[config.mk]
export PLATFORM = sky130hd
export DESIGN_NAME = pec_top
export DESIGN_NICKNAME = d
export VERILOG_FILES = /design/src/pec_edge_detect.v /design/src/pec_top.v
export VERILOG_INCLUDE_DIRS = /design/src
export SDC_FILE = /design/constraint.sdc
export NUM_CORES = 1
export LEC_CHECK = 0
export BUFFER_PORTS_ARGS = -buffer_cell sky130_fd_sc_hd__buf_2
export CELL_PAD_IN_SITES_DETAIL_PLACEMENT = 1
export CELL_PAD_IN_SITES_GLOBAL_PLACEMENT = 1
export CORE_ASPECT_RATIO = 0.75
export CORE_MARGIN = 3
export CORE_UTILIZATION = 45
export DETAILED_ROUTE_END_ITERATION = 12
export PLACE_DENSITY = 0.76
export SLEW_MARGIN = 20
export SYNTH_ARGS = -nofsm -noshare
export SYNTH_HDL_FRONTEND = slang
export SYNTH_SLANG_ARGS = --single-unit
[constraint.sdc]
create_clock -name clk -period 2.8 [get_ports clk]
set_clock_uncertainty 0.2 [all_clocks]
set_input_delay 0.14 -clock clk [delete_from_list [all_inputs] [get_ports clk]]
set_output_delay 0.14 -clock clk [all_outputs]
set_load 0.01 [all_outputs]
[src/pec_defs.vh]
// register map, field positions and reset values of the pin edge change block
`ifndef PEC_DEFS_VH
`define PEC_DEFS_VH

// ==========================================================
// register byte offsets on the wishbone bus
`define PEC_OFS_A_RISE   8'h00
`define PEC_OFS_A_FALL   8'h04
`define PEC_OFS_A_FLAGS  8'h08
`define PEC_OFS_B_RISE   8'h0c
`define PEC_OFS_B_FALL   8'h10
`define PEC_OFS_B_FLAGS  8'h14
`define PEC_OFS_C_RISE   8'h18
`define PEC_OFS_C_FALL   8'h1c
`define PEC_OFS_C_FLAGS  8'h20
`define PEC_OFS_INTCTL   8'h24
`define PEC_OFS_STATUS   8'h28
`define PEC_OFS_MASK     8'h2c

// ==========================================================
// implemented bits of each port register
`define PEC_MASK_A       8'h3f
`define PEC_MASK_B_BIG   8'hf0
`define PEC_MASK_B_SMALL 8'h00
`define PEC_MASK_C_BIG   8'hff
`define PEC_MASK_C_SMALL 8'h3f

// ==========================================================
// interrupt control fields
`define PEC_BIT_CFLAG    0
`define PEC_BIT_CEN      3

// ==========================================================
// event status bits, one per port
`define PEC_ST_A         0
`define PEC_ST_B         1
`define PEC_ST_C         2
`define PEC_ST_W         3

// ==========================================================
// reset values and widths
`define PEC_RST_BYTE     8'h00
`define PEC_RST_WORD     32'h00000000
`define PEC_RST_ST       3'h0
`define PEC_ADDR_W       8
`define PEC_SYNC_SETTLE  2'h3

`endif

[src/pec_edge_detect.v]
// pin synchroniser and edge detector for one eight-bit port
`include "pec_defs.vh"

module pec_edge_detect (
    input  wire       clk,      // system clock
    input  wire       arst_n,   // asynchronous reset, active low
    input  wire [7:0] pin,      // raw port pins
    output reg  [7:0] rise,     // one-cycle pulse per rising pin
    output reg  [7:0] fall      // one-cycle pulse per falling pin
);

    reg [7:0] syncA;    // first stage, read only by syncB
    reg [7:0] syncB;    // second stage, safe to use
    reg [7:0] prevB;    // previous safe sample
    reg [1:0] settle;   // counts stages filled after reset

    // ==========================================================
    // two flops into the clock domain, then one history flop
    always @(posedge clk or negedge arst_n) begin
        if (!arst_n) begin
            syncA  <= `PEC_RST_BYTE;
            syncB  <= `PEC_RST_BYTE;
            prevB  <= `PEC_RST_BYTE;
            settle <= 2'h0;
            rise   <= `PEC_RST_BYTE;
            fall   <= `PEC_RST_BYTE;
        end else begin
            syncA <= pin;
            syncB <= syncA;
            prevB <= syncB;
            // a high pin at release must not look like a rising edge
            if (settle != `PEC_SYNC_SETTLE) begin
                settle <= settle + 2'h1;
                rise   <= `PEC_RST_BYTE;
                fall   <= `PEC_RST_BYTE;
            end else begin
                rise <= syncB & ~prevB;
                fall <= ~syncB & prevB;
            end
        end
    end

endmodule

[src/pec_top.v]
// pin edge change interrupt block with a wishbone register slave
// ==========================================================
//
// The register addresses and the Wishbone interface to the registers were left to the implementer.
`include "pec_defs.vh"

module pec_top #(
    parameter LARGE_VARIANT = 1          // 1 keeps port B and port C bits 7:6
) (
    input  wire        clk,              // system clock, 20 MHz
    input  wire        arst_n,           // asynchronous reset, active low
    input  wire [7:0]  port_a_pin,       // port A pins, bits 5:0 used
    input  wire [7:0]  port_b_pin,       // port B pins, bits 7:4 used on the large variant
    input  wire [7:0]  port_c_pin,       // port C pins
    input  wire        wb_cyc_i,         // wishbone cycle
    input  wire        wb_stb_i,         // wishbone strobe
    input  wire        wb_we_i,          // wishbone write enable
    input  wire [7:0]  wb_adr_i,         // wishbone byte address
    input  wire [3:0]  wb_sel_i,         // wishbone byte lanes
    input  wire [31:0] wb_dat_i,         // wishbone write data
    output reg  [31:0] wb_dat_o,         // wishbone read data
    output reg         wb_ack_o,         // wishbone acknowledge
    output reg         irq               // level interrupt, active high
);

    // ==========================================================
    // implemented bits per port, fixed by the variant
    // unimplemented bits are masked on write and on set, so they
    // can never read back as one, whatever software writes
    localparam [7:0] MASK_A = `PEC_MASK_A;
    localparam [7:0] MASK_B = LARGE_VARIANT ? `PEC_MASK_B_BIG
                                            : `PEC_MASK_B_SMALL;
    localparam [7:0] MASK_C = LARGE_VARIANT ? `PEC_MASK_C_BIG
                                            : `PEC_MASK_C_SMALL;

    // ==========================================================
    // register storage
    // port A: pins 5:0 only
    reg [7:0] port_a_rise_enable;    // port A rising enables
    reg [7:0] port_a_fall_enable;    // port A falling enables
    reg [7:0] port_a_change_flags;   // port A pin flags
    // port B: pins 7:4, large variant only
    reg [7:0] port_b_rise_enable;    // port B rising enables
    reg [7:0] port_b_fall_enable;    // port B falling enables
    reg [7:0] port_b_change_flags;   // port B pin flags
    // port C: all pins, 7:6 on the large variant only
    reg [7:0] port_c_rise_enable;    // port C rising enables
    reg [7:0] port_c_fall_enable;    // port C falling enables
    reg [7:0] port_c_change_flags;   // port C pin flags
    // interrupt control, event status and mask
    reg       common_change_interrupt_enable; // gates the common flag
    reg [`PEC_ST_W-1:0] eventStatus; // sticky per-port event bits
    reg [`PEC_ST_W-1:0] eventMask;   // enables for eventStatus

    // ==========================================================
    // edge pulses from the synchronisers
    // each pulse is one cycle wide and stays low while settling
    wire [7:0] riseA;    // port A rising pulses
    wire [7:0] fallA;    // port A falling pulses
    wire [7:0] riseB;    // port B rising pulses
    wire [7:0] fallB;    // port B falling pulses
    wire [7:0] riseC;    // port C rising pulses
    wire [7:0] fallC;    // port C falling pulses

    // ==========================================================
    // one synchroniser per port
    // the pins count as synchronous, but a second flop costs little
    // and keeps a slow edge from splitting across two cycles
    // port A keeps pins 7:6 masked on both variants
    pec_edge_detect edgeA (
        .clk    (clk),
        .arst_n (arst_n),
        .pin    (port_a_pin),
        .rise   (riseA),
        .fall   (fallA)
    );

    // port B still runs on the small variant; its events are masked
    pec_edge_detect edgeB (
        .clk    (clk),
        .arst_n (arst_n),
        .pin    (port_b_pin),
        .rise   (riseB),
        .fall   (fallB)
    );

    // port C bits 7:6 are masked the same way on the small variant
    pec_edge_detect edgeC (
        .clk    (clk),
        .arst_n (arst_n),
        .pin    (port_c_pin),
        .rise   (riseC),
        .fall   (fallC)
    );

    // ==========================================================
    // helper functions shared by all three ports
    // kept as functions so the three ports cannot drift apart

    // enabled edge events of one port; a pin with both enables clear
    // can never produce one
    // the port mask keeps unimplemented pins out of every event
    function [7:0] pinEvents;
        input [7:0] rEn;
        input [7:0] fEn;
        input [7:0] r;
        input [7:0] f;
        input [7:0] m;
        begin
            pinEvents = ((rEn & r) | (fEn & f)) & m;
        end
    endfunction

    // next value of a flag byte: software value first, then hardware
    // events on top so a set in the clear cycle is never lost
    // trade-off: the written byte is taken whole, so clearing one
    // flag means writing back the others that should stay set
    function [7:0] flagNext;
        input [7:0] cur;
        input       wr;
        input [7:0] wd;
        input [7:0] evt;
        input [7:0] m;
        begin
            flagNext = (((wr ? wd : cur) | evt) & m);
        end
    endfunction

    // byte zero-extended into a bus word
    // so the upper bytes of every register read as zero
    function [31:0] toWord;
        input [7:0] b;
        begin
            toWord = {24'h000000, b};
        end
    endfunction

    // ==========================================================
    // edge events per port
    // an event is a single pulse; the flag byte is what holds it
    wire [7:0] evtA = pinEvents(port_a_rise_enable, port_a_fall_enable,
                                riseA, fallA, MASK_A);
    wire [7:0] evtB = pinEvents(port_b_rise_enable, port_b_fall_enable,
                                riseB, fallB, MASK_B);
    wire [7:0] evtC = pinEvents(port_c_rise_enable, port_c_fall_enable,
                                riseC, fallC, MASK_C);

    // ==========================================================
    // bus decode
    // a write takes effect at the edge where ack is seen high
    // only byte lane zero carries a register; the other lanes are
    // ignored, so a wide write never touches the upper bits
    wire       busReq  = wb_cyc_i & wb_stb_i;        // request present
    wire       wrLow   = busReq & wb_ack_o & wb_we_i & wb_sel_i[0];
    wire [7:0] wd      = wb_dat_i[7:0];              // written byte
    // port A registers
    wire       wrAR    = wrLow & (wb_adr_i == `PEC_OFS_A_RISE);
    wire       wrAF    = wrLow & (wb_adr_i == `PEC_OFS_A_FALL);
    wire       wrAG    = wrLow & (wb_adr_i == `PEC_OFS_A_FLAGS);
    // port B registers
    wire       wrBR    = wrLow & (wb_adr_i == `PEC_OFS_B_RISE);
    wire       wrBF    = wrLow & (wb_adr_i == `PEC_OFS_B_FALL);
    wire       wrBG    = wrLow & (wb_adr_i == `PEC_OFS_B_FLAGS);
    // port C registers
    wire       wrCR    = wrLow & (wb_adr_i == `PEC_OFS_C_RISE);
    wire       wrCF    = wrLow & (wb_adr_i == `PEC_OFS_C_FALL);
    wire       wrCG    = wrLow & (wb_adr_i == `PEC_OFS_C_FLAGS);
    // control, status and mask
    wire       wrIC    = wrLow & (wb_adr_i == `PEC_OFS_INTCTL);
    wire       wrST    = wrLow & (wb_adr_i == `PEC_OFS_STATUS);
    wire       wrMK    = wrLow & (wb_adr_i == `PEC_OFS_MASK);

    // ==========================================================
    // next flag values, shared by storage and interrupt logic
    // computed once here so the stored flags and the registered
    // interrupt agree in the same cycle
    reg [7:0] next_flagsA;   // port A flags after this edge
    reg [7:0] next_flagsB;   // port B flags after this edge
    reg [7:0] next_flagsC;   // port C flags after this edge
    reg [`PEC_ST_W-1:0] next_status; // event status after this edge
    reg       next_common;   // common flag after this edge
    reg       next_irq;      // interrupt level after this edge

    always @* begin
        // writing zero clears a flag, writing one sets it, an edge sets it
        next_flagsA = flagNext(port_a_change_flags, wrAG, wd, evtA,
                               MASK_A);
        next_flagsB = flagNext(port_b_change_flags, wrBG, wd, evtB,
                               MASK_B);
        next_flagsC = flagNext(port_c_change_flags, wrCG, wd, evtC,
                               MASK_C);
        // common flag follows the pin flags, so it drops only when
        // every pin flag has been cleared
        next_common = |{next_flagsA, next_flagsB, next_flagsC};
        // sticky per-port status, write one to clear, set wins
        // (a port event in the clearing write's cycle keeps its bit)
        next_status = eventStatus & ~(wrST ? wd[`PEC_ST_W-1:0]
                                           : `PEC_RST_ST);
        next_status[`PEC_ST_A] = next_status[`PEC_ST_A] | (|evtA);
        next_status[`PEC_ST_B] = next_status[`PEC_ST_B] | (|evtB);
        next_status[`PEC_ST_C] = next_status[`PEC_ST_C] | (|evtC);
        // either path may raise the single interrupt line
        // the enable comes from the write in flight, so a flag that
        // is already set raises irq on the very write that enables it
        next_irq = (next_common & (wrIC ? wd[`PEC_BIT_CEN]
                                        : common_change_interrupt_enable))
                 | (|(next_status & (wrMK ? wd[`PEC_ST_W-1:0]
                                          : eventMask)));
    end

    // ==========================================================
    // register storage; everything clears at reset
    // irq is registered from next values: it moves in the same cycle
    // as the flag it reflects, with no extra cycle of lag
    always @(posedge clk or negedge arst_n) begin
        if (!arst_n) begin
            port_a_rise_enable  <= `PEC_RST_BYTE;
            port_a_fall_enable  <= `PEC_RST_BYTE;
            port_a_change_flags <= `PEC_RST_BYTE;
            port_b_rise_enable  <= `PEC_RST_BYTE;
            port_b_fall_enable  <= `PEC_RST_BYTE;
            port_b_change_flags <= `PEC_RST_BYTE;
            port_c_rise_enable  <= `PEC_RST_BYTE;
            port_c_fall_enable  <= `PEC_RST_BYTE;
            port_c_change_flags <= `PEC_RST_BYTE;
            common_change_interrupt_enable <= 1'b0;
            eventStatus <= `PEC_RST_ST;
            eventMask   <= `PEC_RST_ST;
            irq         <= 1'b0;
        end else begin
            // enables: unimplemented bits are dropped on write
            if (wrAR) begin
                port_a_rise_enable <= wd & MASK_A;
            end
            if (wrAF) begin
                port_a_fall_enable <= wd & MASK_A;
            end
            if (wrBR) begin
                port_b_rise_enable <= wd & MASK_B;
            end
            if (wrBF) begin
                port_b_fall_enable <= wd & MASK_B;
            end
            if (wrCR) begin
                port_c_rise_enable <= wd & MASK_C;
            end
            if (wrCF) begin
                port_c_fall_enable <= wd & MASK_C;
            end
            if (wrIC) begin
                common_change_interrupt_enable <= wd[`PEC_BIT_CEN];
            end
            if (wrMK) begin
                eventMask <= wd[`PEC_ST_W-1:0];
            end
            // flags and status update every cycle
            // (hardware sets and software writes meet in next_* above)
            port_a_change_flags <= next_flagsA;
            port_b_change_flags <= next_flagsB;
            port_c_change_flags <= next_flagsC;
            eventStatus         <= next_status;
            irq                 <= next_irq;
        end
    end

    // ==========================================================
    // common flag as stored state, read through interrupt control
    // it needs no write path: it falls when the last pin flag does,
    // and as a flop it keeps the wide OR off the read path
    reg common_change_interrupt_flag; // OR of all pin flags

    always @(posedge clk or negedge arst_n) begin
        if (!arst_n) begin
            common_change_interrupt_flag <= 1'b0;
        end else begin
            common_change_interrupt_flag <= next_common;
        end
    end

    // ==========================================================
    // read multiplexer; unmapped offsets read as zero
    // combinational here; the slave registers its output, so a long
    // decode never sits directly on the bus pins
    reg [31:0] rdWord; // word for the current address

    always @* begin
        case (wb_adr_i)
            `PEC_OFS_A_RISE:  rdWord = toWord(port_a_rise_enable);
            `PEC_OFS_A_FALL:  rdWord = toWord(port_a_fall_enable);
            `PEC_OFS_A_FLAGS: rdWord = toWord(port_a_change_flags);
            `PEC_OFS_B_RISE:  rdWord = toWord(port_b_rise_enable);
            `PEC_OFS_B_FALL:  rdWord = toWord(port_b_fall_enable);
            `PEC_OFS_B_FLAGS: rdWord = toWord(port_b_change_flags);
            `PEC_OFS_C_RISE:  rdWord = toWord(port_c_rise_enable);
            `PEC_OFS_C_FALL:  rdWord = toWord(port_c_fall_enable);
            `PEC_OFS_C_FLAGS: rdWord = toWord(port_c_change_flags);
            // interrupt control: enable in bit 3, common flag in bit 0
            `PEC_OFS_INTCTL: begin
                rdWord = `PEC_RST_WORD;
                rdWord[`PEC_BIT_CEN]   = common_change_interrupt_enable;
                rdWord[`PEC_BIT_CFLAG] = common_change_interrupt_flag;
            end
            // event status and mask share one layout, a bit per port
            `PEC_OFS_STATUS: begin
                rdWord = `PEC_RST_WORD;
                rdWord[`PEC_ST_W-1:0] = eventStatus;
            end
            `PEC_OFS_MASK: begin
                rdWord = `PEC_RST_WORD;
                rdWord[`PEC_ST_W-1:0] = eventMask;
            end
            default: rdWord = `PEC_RST_WORD;
        endcase
    end

    // ==========================================================
    // wishbone handshake: ack one cycle after the request, dropped
    // the next cycle; read data is captured with the ack so it stands
    // still while the master samples it
    // limitation: a request held on past ack is taken again, so the
    // master must drop cyc and stb after every ack
    always @(posedge clk or negedge arst_n) begin
        if (!arst_n) begin
            wb_ack_o <= 1'b0;
            wb_dat_o <= `PEC_RST_WORD;
        end else begin
            wb_ack_o <= busReq & ~wb_ack_o;
            if (busReq & ~wb_ack_o) begin
                // every offset answers; a write reads back zero data
                wb_dat_o <= wb_we_i ? `PEC_RST_WORD : rdWord;
            end
        end
    end

endmodule

==> impl_metrics.tcl, run 1 <==
set metrics [dict create \
    hpwl_um 11900 \
    slew_headroom 0.559 \
    first_pass_iters 5 \
    ys_seq_area_frac 0.636 \
    root_buffer "clkbuf_16" \
    hold_viol 0 \
    cap_violations 0 \
    clock_path_buffers 2 \
    drt_iter0_drc 323 \
    worstHoldPathType "in2reg" \
    met3_usage 0.0466 \
    whs_ps 49.1 \
    syn2layout_area_growth_pct 23.3 \
    p_comb_frac 0.043 \
    htree_levels 4 \
    grt_max_degree 68 \
    synth-adder-area-share 0.00568 \
    async_flop_share 1.00 \
    start_util 0.471 \
    rsz0062_at_grt "false" \
    p_per_area_nw_per_um2 662 \
    crit_type "in2reg" \
    fill_cells 1435 \
    die_h_um 111 \
    synth_area_um2 6610 \
    avgSynthCellArea_um2 13.0 \
    die_area_um2 16200 \
    syn_inst 509 \
    layout_min_cycle_time_ps 2650 \
    synth_edf_count 0 \
    p_int_mw 4.21 \
    ys_seq_elements 168 \
    max-vdd-ir-drop_v 0.000525 \
    grt_pass1_wl_um 28000 \
    worstSkewPairLatency_ps 430 \
    min_period_over_period 0.948 \
    sw_frac_of_total 0.220 \
    max_freq_mhz 377 \
    clkSlewWorstSetupHoldPaths_ps 70 \
    worstMarginPinSlew_ps 661 \
    core_area_um2 14000 \
    status "finished clean" \
    cts_buffers 17 \
    layout_common_cells "168 x dfrtp_1, 51 x nand2_1, 48 x buf_2" \
    drive_gt1_frac 0.240 \
    yosys.area_share.xor_xnor 0.00397 \
    avgRoutedWirePerCell_um 20.8 \
    grt_use_met1 0.307 \
    p_clk_frac 0.488 \
    synthDistinctLibCells 49 \
    setup_tns_ps 0 \
    tritoncts "built" \
    track_usage 0.225 \
    viasPerCell 5.49 \
    finalWorstSetupSlack_ps 146 \
    place_area_um2 7150 \
    power_leakage_nw 3.85 \
    portBuffers 49 \
    insertedDiodeCount 0 \
    layout_commonest_cell "dfrtp_1" \
    vias 4548 \
    rows 37 \
    io_pins 107 \
    gp_congestion 0.881 \
    post-place-ws_ps 32.5 \
    arrival_ps 2760 \
    grt_busiest_layer "met2" \
    finalNonFillerCells 829 \
    synth_top_family_by_area "simple AND/OR/NAND/NOR gates" \
    p_switching_mw 1.19 \
    power_frac_seq 0.469 \
    start_kind "input pin" \
    muxShareOfSynthArea 0.0831 \
    dp.cells 763 \
    gr-total-overflow 0 \
    use_met2 0.368 \
    drc 0 \
    die_x_um 146 \
    cts_resized 0 \
    critPathMaxFanout 6 \
    grt_pass1_vias 5024 \
    design_area_um2 8150 \
    synth_warnings 0 \
    fin_util 0.581 \
    antenna_found_initial 0 \
    drtAntennaViolNets 0 \
    cts_sinks 168 \
    ys.flop_type "dfrtp_1" \
    final_net_count 697 \
    required_ps 2900 \
    setup_viol 0 \
    synth_simple_gate_area_frac 0.141 \
    synth_compound_area_frac 0.0895 \
    total_power_mw 5.40 \
    slew_viol_final 0 \
    totalWireLength_um 17300 \
    endpoint_kind "flip-flop" \
]
-- cells by family after synthesis --
kind of cell | Yosys count
buffers and inverters | 46
adders and majority gates | 3
xor gates and xnor gates | 3
DFF | 168
AOI/OAI and AO/OA | 78
muxes | 50
other | 1
and+or+nand+nor | 160
-- final timing paths --
path                            cells past startpoint             end      startpoint  slack, ps
worst max-delay path                                8             irq         wb_we_i        150
worst min-delay path                                5  eventStatus[1]     wb_adr_i[6]         50
worst max register to register                      6             irq        wb_ack_o        230
worst min register to register                      0  edgeC.syncB[0]  edgeC.syncA[0]        150
max in group asynchronous                           3   edgeC.rise[0]          arst_n       1550
min in group asynchronous                           2   edgeA.fall[3]          arst_n         80
-- cell usage after synthesis (5+ instances only) --
master / instances / share of area
mux2i_1: 11 / 0.017
inv_1: 9 / 0.0051
and3b_1: 18 / 0.024
nor2b_1: 9 / 0.0085
dfrtp_1: 168 / 0.64
nand2_1: 51 / 0.029
a22oi_1: 38 / 0.043
and4_1: 5 / 0.0066
o21ai_0: 10 / 0.0076
nor2_1: 30 / 0.017
nand4_1: 13 / 0.012
nand3_1: 7 / 0.0053
mux2_2: 38 / 0.065
clkbuf_1: 9 / 0.0051
buf_4: 24 / 0.027
-- power groups by stage --
| stage | Combinational, mW | Clock, mW | Sequential, mW |
|---|---|---|---|
| 6_report | 0.234 | 2.63 | 2.53 |
| 5_1_grt | 0.263 | 2.80 | 2.54 |
| 2_1_floorplan | 0.0942 | 0 | 2.57 |
| 3_3_place_gp | 0.189 | 0 | 2.57 |
| 3_5_place_dp | 0.197 | 0 | 2.58 |
| 4_1_cts | 0.234 | 2.67 | 2.53 |
-- area by class of cell --
class | instances | area [um^2] | share of cell area
Tap cell | 195 | 244 | 0.0299
Multi-Input combinational cell | 318 | 2230 | 0.273
Inverter | 9 | 33.8 | 0.00414
Timing Repair Buffer | 107 | 782 | 0.0959
Clock buffer | 19 | 443 | 0.0543
Clock inverter | 13 | 219 | 0.0269
Sequential cell | 168 | 4200 | 0.516
-- worst max-delay path, cell delays in order --
cell and delay, ps:
dlygate4sd3_1 520, buf_2 170, and4_1 320, and4_1 400, mux2i_1 170, or4_1 610
nor4_4 290, a31oi_1 120
-- registers in the layout, indices dropped and copies added (netlist names), 8 cells and up --
signal,cells
wb_dat_o,8
edgeC.prevB,8
edgeC.fall,8
edgeC.rise,8
port_c_rise_enable,8
flagNext.cur,8
edgeC.syncA,8
port_c_fall_enable,8
edgeC.syncB,8
-- routing by layer --
layer,wire [um],up-vias
met5,0,-
met4,256,0
met3,847,24
met2,8460,128
met1,7710,2366
li1,-,2030
-- timing repair --
| action | in CTS | in global routing |
|---|---|---|
| buffers inserted | 0 | 1 |
| hold buffers | 33 | 0 |
| hold endpoints to repair | 139 | 0 |
| endpoints found under the setup margin | 0 | 2 |
(Power assumes the default switching activity.)
==> inputs of run 2 (changes only) <==
--- a/config.mk
+++ b/config.mk
@@ -14,7 +14,7 @@
 export CORE_UTILIZATION = 45
 export DETAILED_ROUTE_END_ITERATION = 12
 export PLACE_DENSITY = 0.76
-export SLEW_MARGIN = 20
 export SYNTH_ARGS = -nofsm -noshare
 export SYNTH_HDL_FRONTEND = slang
 export SYNTH_SLANG_ARGS = --single-unit
+export TNS_END_PERCENT = 50
==> constraint.sdc (replaced) <==
create_clock -name clk -period 3.4 [get_ports clk]
set_clock_uncertainty 0.2 [all_clocks]
set_input_delay 0.17 -clock clk [delete_from_list [all_inputs] [get_ports clk]]
set_output_delay 0.17 -clock clk [all_outputs]
set_load 0.01 [all_outputs]
==> run 2 against run 1 <==
Net effect: register-to-register slack improved by 330 ps; via count fell by 2.4%; largest power group is now registers; sequential power fell by 17%; global-route usage fell by 1.2 points; highest routed layer unchanged; sequential share of layout area rose by 1.2 points.
==> impl_metrics.tcl, run 2 (same netlist as run 1, synthesis figures left out) <==
set metrics [dict create \
    first_pass_iters 5 \
    antenna_found_initial 0 \
    die_h_um 111 \
    cp_cell_sequence "and4_1 > and4_1 > mux2i_1 > or4_1 > nor4_4 > a31oi_1" \
    viasPerCell 5.50 \
    cts_sinks 168 \
    slew_headroom 0.488 \
    p_per_area_nw_per_um2 542 \
    avgRoutedWirePerCell_um 20.4 \
    place_area_um2 7060 \
    tritoncts "built" \
    critPathTopFamily "simple AND/OR/NAND/NOR gates" \
    core_area_um2 14000 \
    syn2layout_area_growth_pct 20.4 \
    totalWireLength_um 16500 \
    worstMarginPinSlew_ps 765 \
    drc 0 \
    met2RoutedLength_um 7750 \
    wl_met3_um 763 \
    post-place-ws_ps 438 \
    power_leakage_nw 3.75 \
    io_pins 107 \
    start_util 0.471 \
    clkSlewWorstSetupHoldPaths_ps 60 \
    drtAntennaViolNets 0 \
    drt_iter0_drc 365 \
    drive_gt1_frac 0.222 \
    worstSkewPairLatency_ps 430 \
    design_area_um2 7960 \
    portBuffers 49 \
    layout_min_cycle_time_ps 2840 \
    gr-total-overflow 0 \
    wl_met1_um 7680 \
    rows 37 \
    track_usage 0.213 \
    status "finished clean" \
    max_freq_mhz 352 \
    critPathBufInv 0 \
    grt_pass1_wl_um 26400 \
    max-vdd-ir-drop_v 0.000344 \
    die_area_um2 16200 \
    crit_start "wb_ack_o" \
    top_layer "met4" \
    htree_levels 4 \
    clock_path_buffers 2 \
    hold_viol 0 \
    start_kind "flip-flop" \
    vias 4440 \
    layout_common_cells "168 x dfrtp_1, 51 x nand2_1, 48 x buf_2" \
    critPathMaxFanout 7 \
    hpwl_um 11700 \
    layout_commonest_cell "dfrtp_1" \
    final_net_count 678 \
    insertedDiodeCount 0 \
    required_ps 3480 \
    grt_max_degree 82 \
    critPathMaxStageDelay_ps 600 \
    cts_resized 0 \
    slew_viol_final 0 \
    setup_tns_ps 0 \
    rsz0062_at_grt "false" \
    worstHoldPathType "in2reg" \
    worstHoldStart "wb_adr_i[4]" \
    root_buffer "clkbuf_16" \
    die_x_um 146 \
    arrival_ps 2920 \
    min_period_over_period 0.836 \
    crit_type "reg2reg" \
    cts_buffers 17 \
    cp_common_cell "and4_1" \
    endpoint_kind "flip-flop" \
    finalWorstSetupSlack_ps 559 \
    gp_congestion 0.837 \
    post_cts_buffers 0 \
    regToRegSetupSlack_ps 560 \
    cap_violations 0 \
    grt_pass1_vias 4893 \
    r2r_start "wb_ack_o" \
    cp_slowest_cell "or4_1" \
    setup_viol 0 \
]
[run 2: cell count changes in the layout (fill, tap and decap cells not counted), sizes merged]
| cell | change |
|---|---|
| buf | -14 |
| dlygate4sd3 | -5 |
| clkinvlp | -2 |
| bufinv | -1 |
| clkbuf | +1 |
[run 2: cell type report]
type | count | area, um^2
flip-flops and latches | 168 | 4200
repair buffers | 88 | 627
multi-input cells | 318 | 2230
well taps | 195 | 244
inverters | 9 | 33.8
clock buffers | 20 | 457
clock inverters | 10 | 168
fillers | 1423 | 6070
[run 2: per-stage QoR]
stage	total power, mW	cells	hold WS (ps)	util
2_1_floorplan	2.19	532	-326	-
3_3_place_gp	2.27	750	59.0	0.503
3_5_place_dp	2.28	750	79.7	0.503
4_1_cts	4.35	808	6.08	0.568
5_1_grt	4.47	808	57.5	0.568
6_report	4.31	808	31.6	0.568
[run 2: worst register-to-register path, cell delays in order (launching register included)]
cell and delay, ps:
dfrtp_1 510, and4_1 430, and4_1 390, mux2i_1 140
or4_1 600, nor4_4 310, a31oi_1 120
[run 2: routing by layer]
| metal | global-route usage | vias to the layer above |
|---|---|---|
| met4 | 0.0827 | 0 |
| met1 | 0.301 | 2309 |
| met5 | 0 | - |
| met3 | 0.0380 | 20 |
| li1 | - | 1988 |
| met2 | 0.331 | 123 |
[run 2: final timing paths]
path	end	cells past startpoint
setup / recovery	irq	6
hold / removal	flagNext.cur[0]	4
setup reg to reg	irq	6
hold reg to reg	edgeA.syncB[1]	0
max in group asynchronous	edgeC.fall[4]	3
min in group asynchronous	edgeA.fall[3]	2
[run 2: report_power, final]
group / internal (mW) / total, mW / switching, mW
logic: 0.0684 / 0.181 / 0.113
registers: 2.06 / 2.09 / 0.0289
clock network: 1.27 / 2.04 / 0.779
[run 2: timing repair]
action	4_1_cts	5_1_grt
hold buffers	28	0
endpoints found under the hold margin	145	0
setup endpoints to repair	0	0
==> inputs of run 3 (changes only) <==
--- a/config.mk
+++ b/config.mk
@@ -6,12 +6,13 @@
 export SDC_FILE = /design/constraint.sdc
 export NUM_CORES = 1
 export LEC_CHECK = 0
+export ABC_AREA = 1
 export BUFFER_PORTS_ARGS = -buffer_cell sky130_fd_sc_hd__buf_2
 export CELL_PAD_IN_SITES_DETAIL_PLACEMENT = 1
 export CELL_PAD_IN_SITES_GLOBAL_PLACEMENT = 1
 export CORE_ASPECT_RATIO = 0.75
 export CORE_MARGIN = 3
-export CORE_UTILIZATION = 45
+export CORE_UTILIZATION = 43
 export DETAILED_ROUTE_END_ITERATION = 12
 export PLACE_DENSITY = 0.76
 export SYNTH_ARGS = -nofsm -noshare
==> constraint.sdc (replaced) <==
create_clock -name clk -period 2.77 [get_ports clk]
set_clock_uncertainty 0.2 [all_clocks]
set_input_delay 0.1385 -clock clk [delete_from_list [all_inputs] [get_ports clk]]
set_output_delay 0.1385 -clock clk [all_outputs]
set_load 0.01 [all_outputs]
==> run 3 against run 2 <==
Net effect: synthesized cell count grew 38%; utilization decreased by 3.4 points; register-to-register slack got worse by 50 ps; combinational power up 28%; hold slack got worse by 6.2 ps; design area up 3.3%; critical path depth rose by 6; first-iteration DRC count down 13%; sequential power up 22%; via count up 16%; routed wire length rose by 5.8%; critical endpoint unchanged; largest cell class unchanged; clock-buffer cell count down 2.
==> impl_metrics.tcl, run 3 <==
set metrics [dict create \
    whs_path_depth 5 \
    synth-adder-area-share 0.00548 \
    crit_start "wb_ack_o" \
    arrival_ps 2370 \
    core_area_um2 15400 \
    worstSkewPairLatency_ps 430 \
    muxShareOfSynthArea 0.00493 \
    insertedDiodeCount 0 \
    slew_headroom 0.582 \
    ys.flop_type "dfrtp_1" \
    hpwl_um 12400 \
    portBuffers 49 \
    power_leakage_nw 3.98 \
    grt_max_degree 62 \
    totalWireLength_um 17400 \
    regToRegSetupSlack_ps 510 \
    gr-total-overflow 0 \
    critPathMaxFanout 15 \
    clkSlewWorstSetupHoldPaths_ps 60 \
    async_flop_share 1.00 \
    place_area_um2 7270 \
    clock_path_buffers 2 \
    track_usage 0.215 \
    synth_top_family_by_area "simple AND/OR/NAND/NOR gates" \
    rsz0062_at_grt "false" \
    grt_pass1_wl_um 28500 \
    ys_top_cells_by_count "173 x nand2_1, 168 x dfrtp_1, 72 x inv_1, 68 x nor2_1, 47 x o21ai_0" \
    design_area_um2 8220 \
    worstHoldStart "wb_we_i" \
    avgSynthCellArea_um2 9.76 \
    yosysMostFrequentCell "nand2_1" \
    min_period_over_period 0.818 \
    dp.cells 951 \
    antenna_found_initial 0 \
    synth_edf_count 0 \
    setup_tns_ps 0 \
    cap_violations 0 \
    layout_common_cells "173 x nand2_1, 168 x dfrtp_1, 72 x inv_1" \
    drc 0 \
    die_x_um 152 \
    ys_seq_area_frac 0.613 \
    max-vdd-ir-drop_v 0.000476 \
    slew_viol_final 0 \
    synth_compound_area_frac 0.0823 \
    post_cts_buffers 0 \
    drtAntennaViolNets 0 \
    grt_pass1_vias 5536 \
    first_pass_iters 5 \
    rows 39 \
    p_per_area_nw_per_um2 658 \
    r2r_cells 12 \
    start_kind "flip-flop" \
    cts_sinks 168 \
    root_buffer "clkbuf_16" \
    worstMarginPinSlew_ps 626 \
    yosys.area_share.xor_xnor 0.00383 \
    crit_type "reg2reg" \
    drive_gt1_frac 0.164 \
    cts_buffers 17 \
    syn2layout_area_growth_pct 19.9 \
    synth_simple_gate_area_frac 0.210 \
    layout_min_cycle_time_ps 2260 \
    worstHoldPathType "in2reg" \
    vias 5135 \
    reg2reg_to "irq" \
    synth_area_um2 6850 \
    drt_iter0_drc 317 \
    synth_area_leaders "dfrtp_1 61%, nand2_1 9.5%, inv_1 3.9%" \
    synth_warnings 0 \
    setup_viol 0 \
    fill_cells 1761 \
    avgRoutedWirePerCell_um 17.2 \
    htree_levels 4 \
    synthDistinctLibCells 36 \
    endpoint_kind "flip-flop" \
    whs_ps 25.4 \
    r2r_start "wb_ack_o" \
    worstHoldEndpoint "flagNext.cur[2]" \
    ys_seq_elements 168 \
    hold_viol 0 \
    final_net_count 870 \
    synth_top_area_share 0.613 \
    io_pins 107 \
    status "finished clean" \
    die_h_um 115 \
    max_freq_mhz 442 \
    gp_congestion 0.828 \
    die_area_um2 17500 \
    tritoncts "built" \
    required_ps 2880 \
    finalNonFillerCells 1012 \
    layout_commonest_cell "nand2_1" \
    viasPerCell 5.07 \
    start_util 0.444 \
    synth_top_area_cell "dfrtp_1" \
    fin_util 0.533 \
    syn_inst 702 \
]
[run 3: cell count changes after synthesis, sizes merged, moves of 10 or more]
cell and change:
a22o +11, a22oi -38, and3b -18, inv +72, mux2 -36, mux2i -11, nand2 +130, nand3 +34
nor2 +52, o21ai +47, o22ai +10
[run 3: logic make-up after synthesis]
| logic type | count (synthesis) |
|---|---|
| other | 1 |
| AND/OR/NAND/NOR | 313 |
| AO/OA/AOI/OAI | 94 |
| buffers and inverters | 117 |
| adder cells (fa/ha/maj) | 3 |
| XOR/XNOR | 3 |
| flip-flops | 168 |
| multiplexers | 3 |
[run 3: layer usage]
metal | part of all wire | track usage
met1 | 0.44 | 0.274
met2 | 0.50 | 0.370
met3 | 0.045 | 0.0461
met4 | 0.017 | 0.0700
met5 | 0 | 0
[run 3: worst max-delay path, stage by stage (launching register included)]
cell      delay (ps)
dfrtp_1          390
nand3_2          140
nor2_8           240
buf_4            280
nand2_2          130
nand2_1          100
nand3b_1         110
nor2_1           130
nand2_1           70
nor2_2            90
nand3_2          110
nand2_1           80
nand2_1           60
[run 3: report_power, final]
part / total [mW] / switching (mW) / internal (mW)
registers: 2.56 / 0.0344 / 2.52
logic: 0.231 / 0.151 / 0.0795
clock network: 2.62 / 0.988 / 1.63
[run 3: how the worst max path moves through the flow]
stage / slack [ps] / endpoint
after global placement: 640 / irq
final: 510 / irq
after floorplan: 1020 / irq
after global routing: 290 / irq
after CTS: 550 / irq
after detailed placement: 580 / irq
[run 3: area by class of cell]
class	instances	area (um^2)	area share
Sequential cell	168	4200	0.511
Multi-Input combinational cell	440	2190	0.266
Timing Repair Buffer	85	607	0.0738
Clock buffer	18	439	0.0534
Inverter	82	308	0.0374
Tap cell	205	256	0.0312
Clock inverter	14	216	0.0263
[run 3: metrics by stage]
| stage | setup slack, ps | power, mW |
|---|---|---|
| after floorplan | 1020 | 2.70 |
| after global placement | 637 | 2.79 |
| after detailed placement | 580 | 2.81 |
| after CTS | 548 | 5.47 |
| after global routing | 288 | 5.63 |
| final | 505 | 5.41 |
[run 3: repair_timing]
item,4_1_cts,5_1_grt
resized for setup,0,0
endpoints found under the hold margin,177,0
hold buffers,29,0
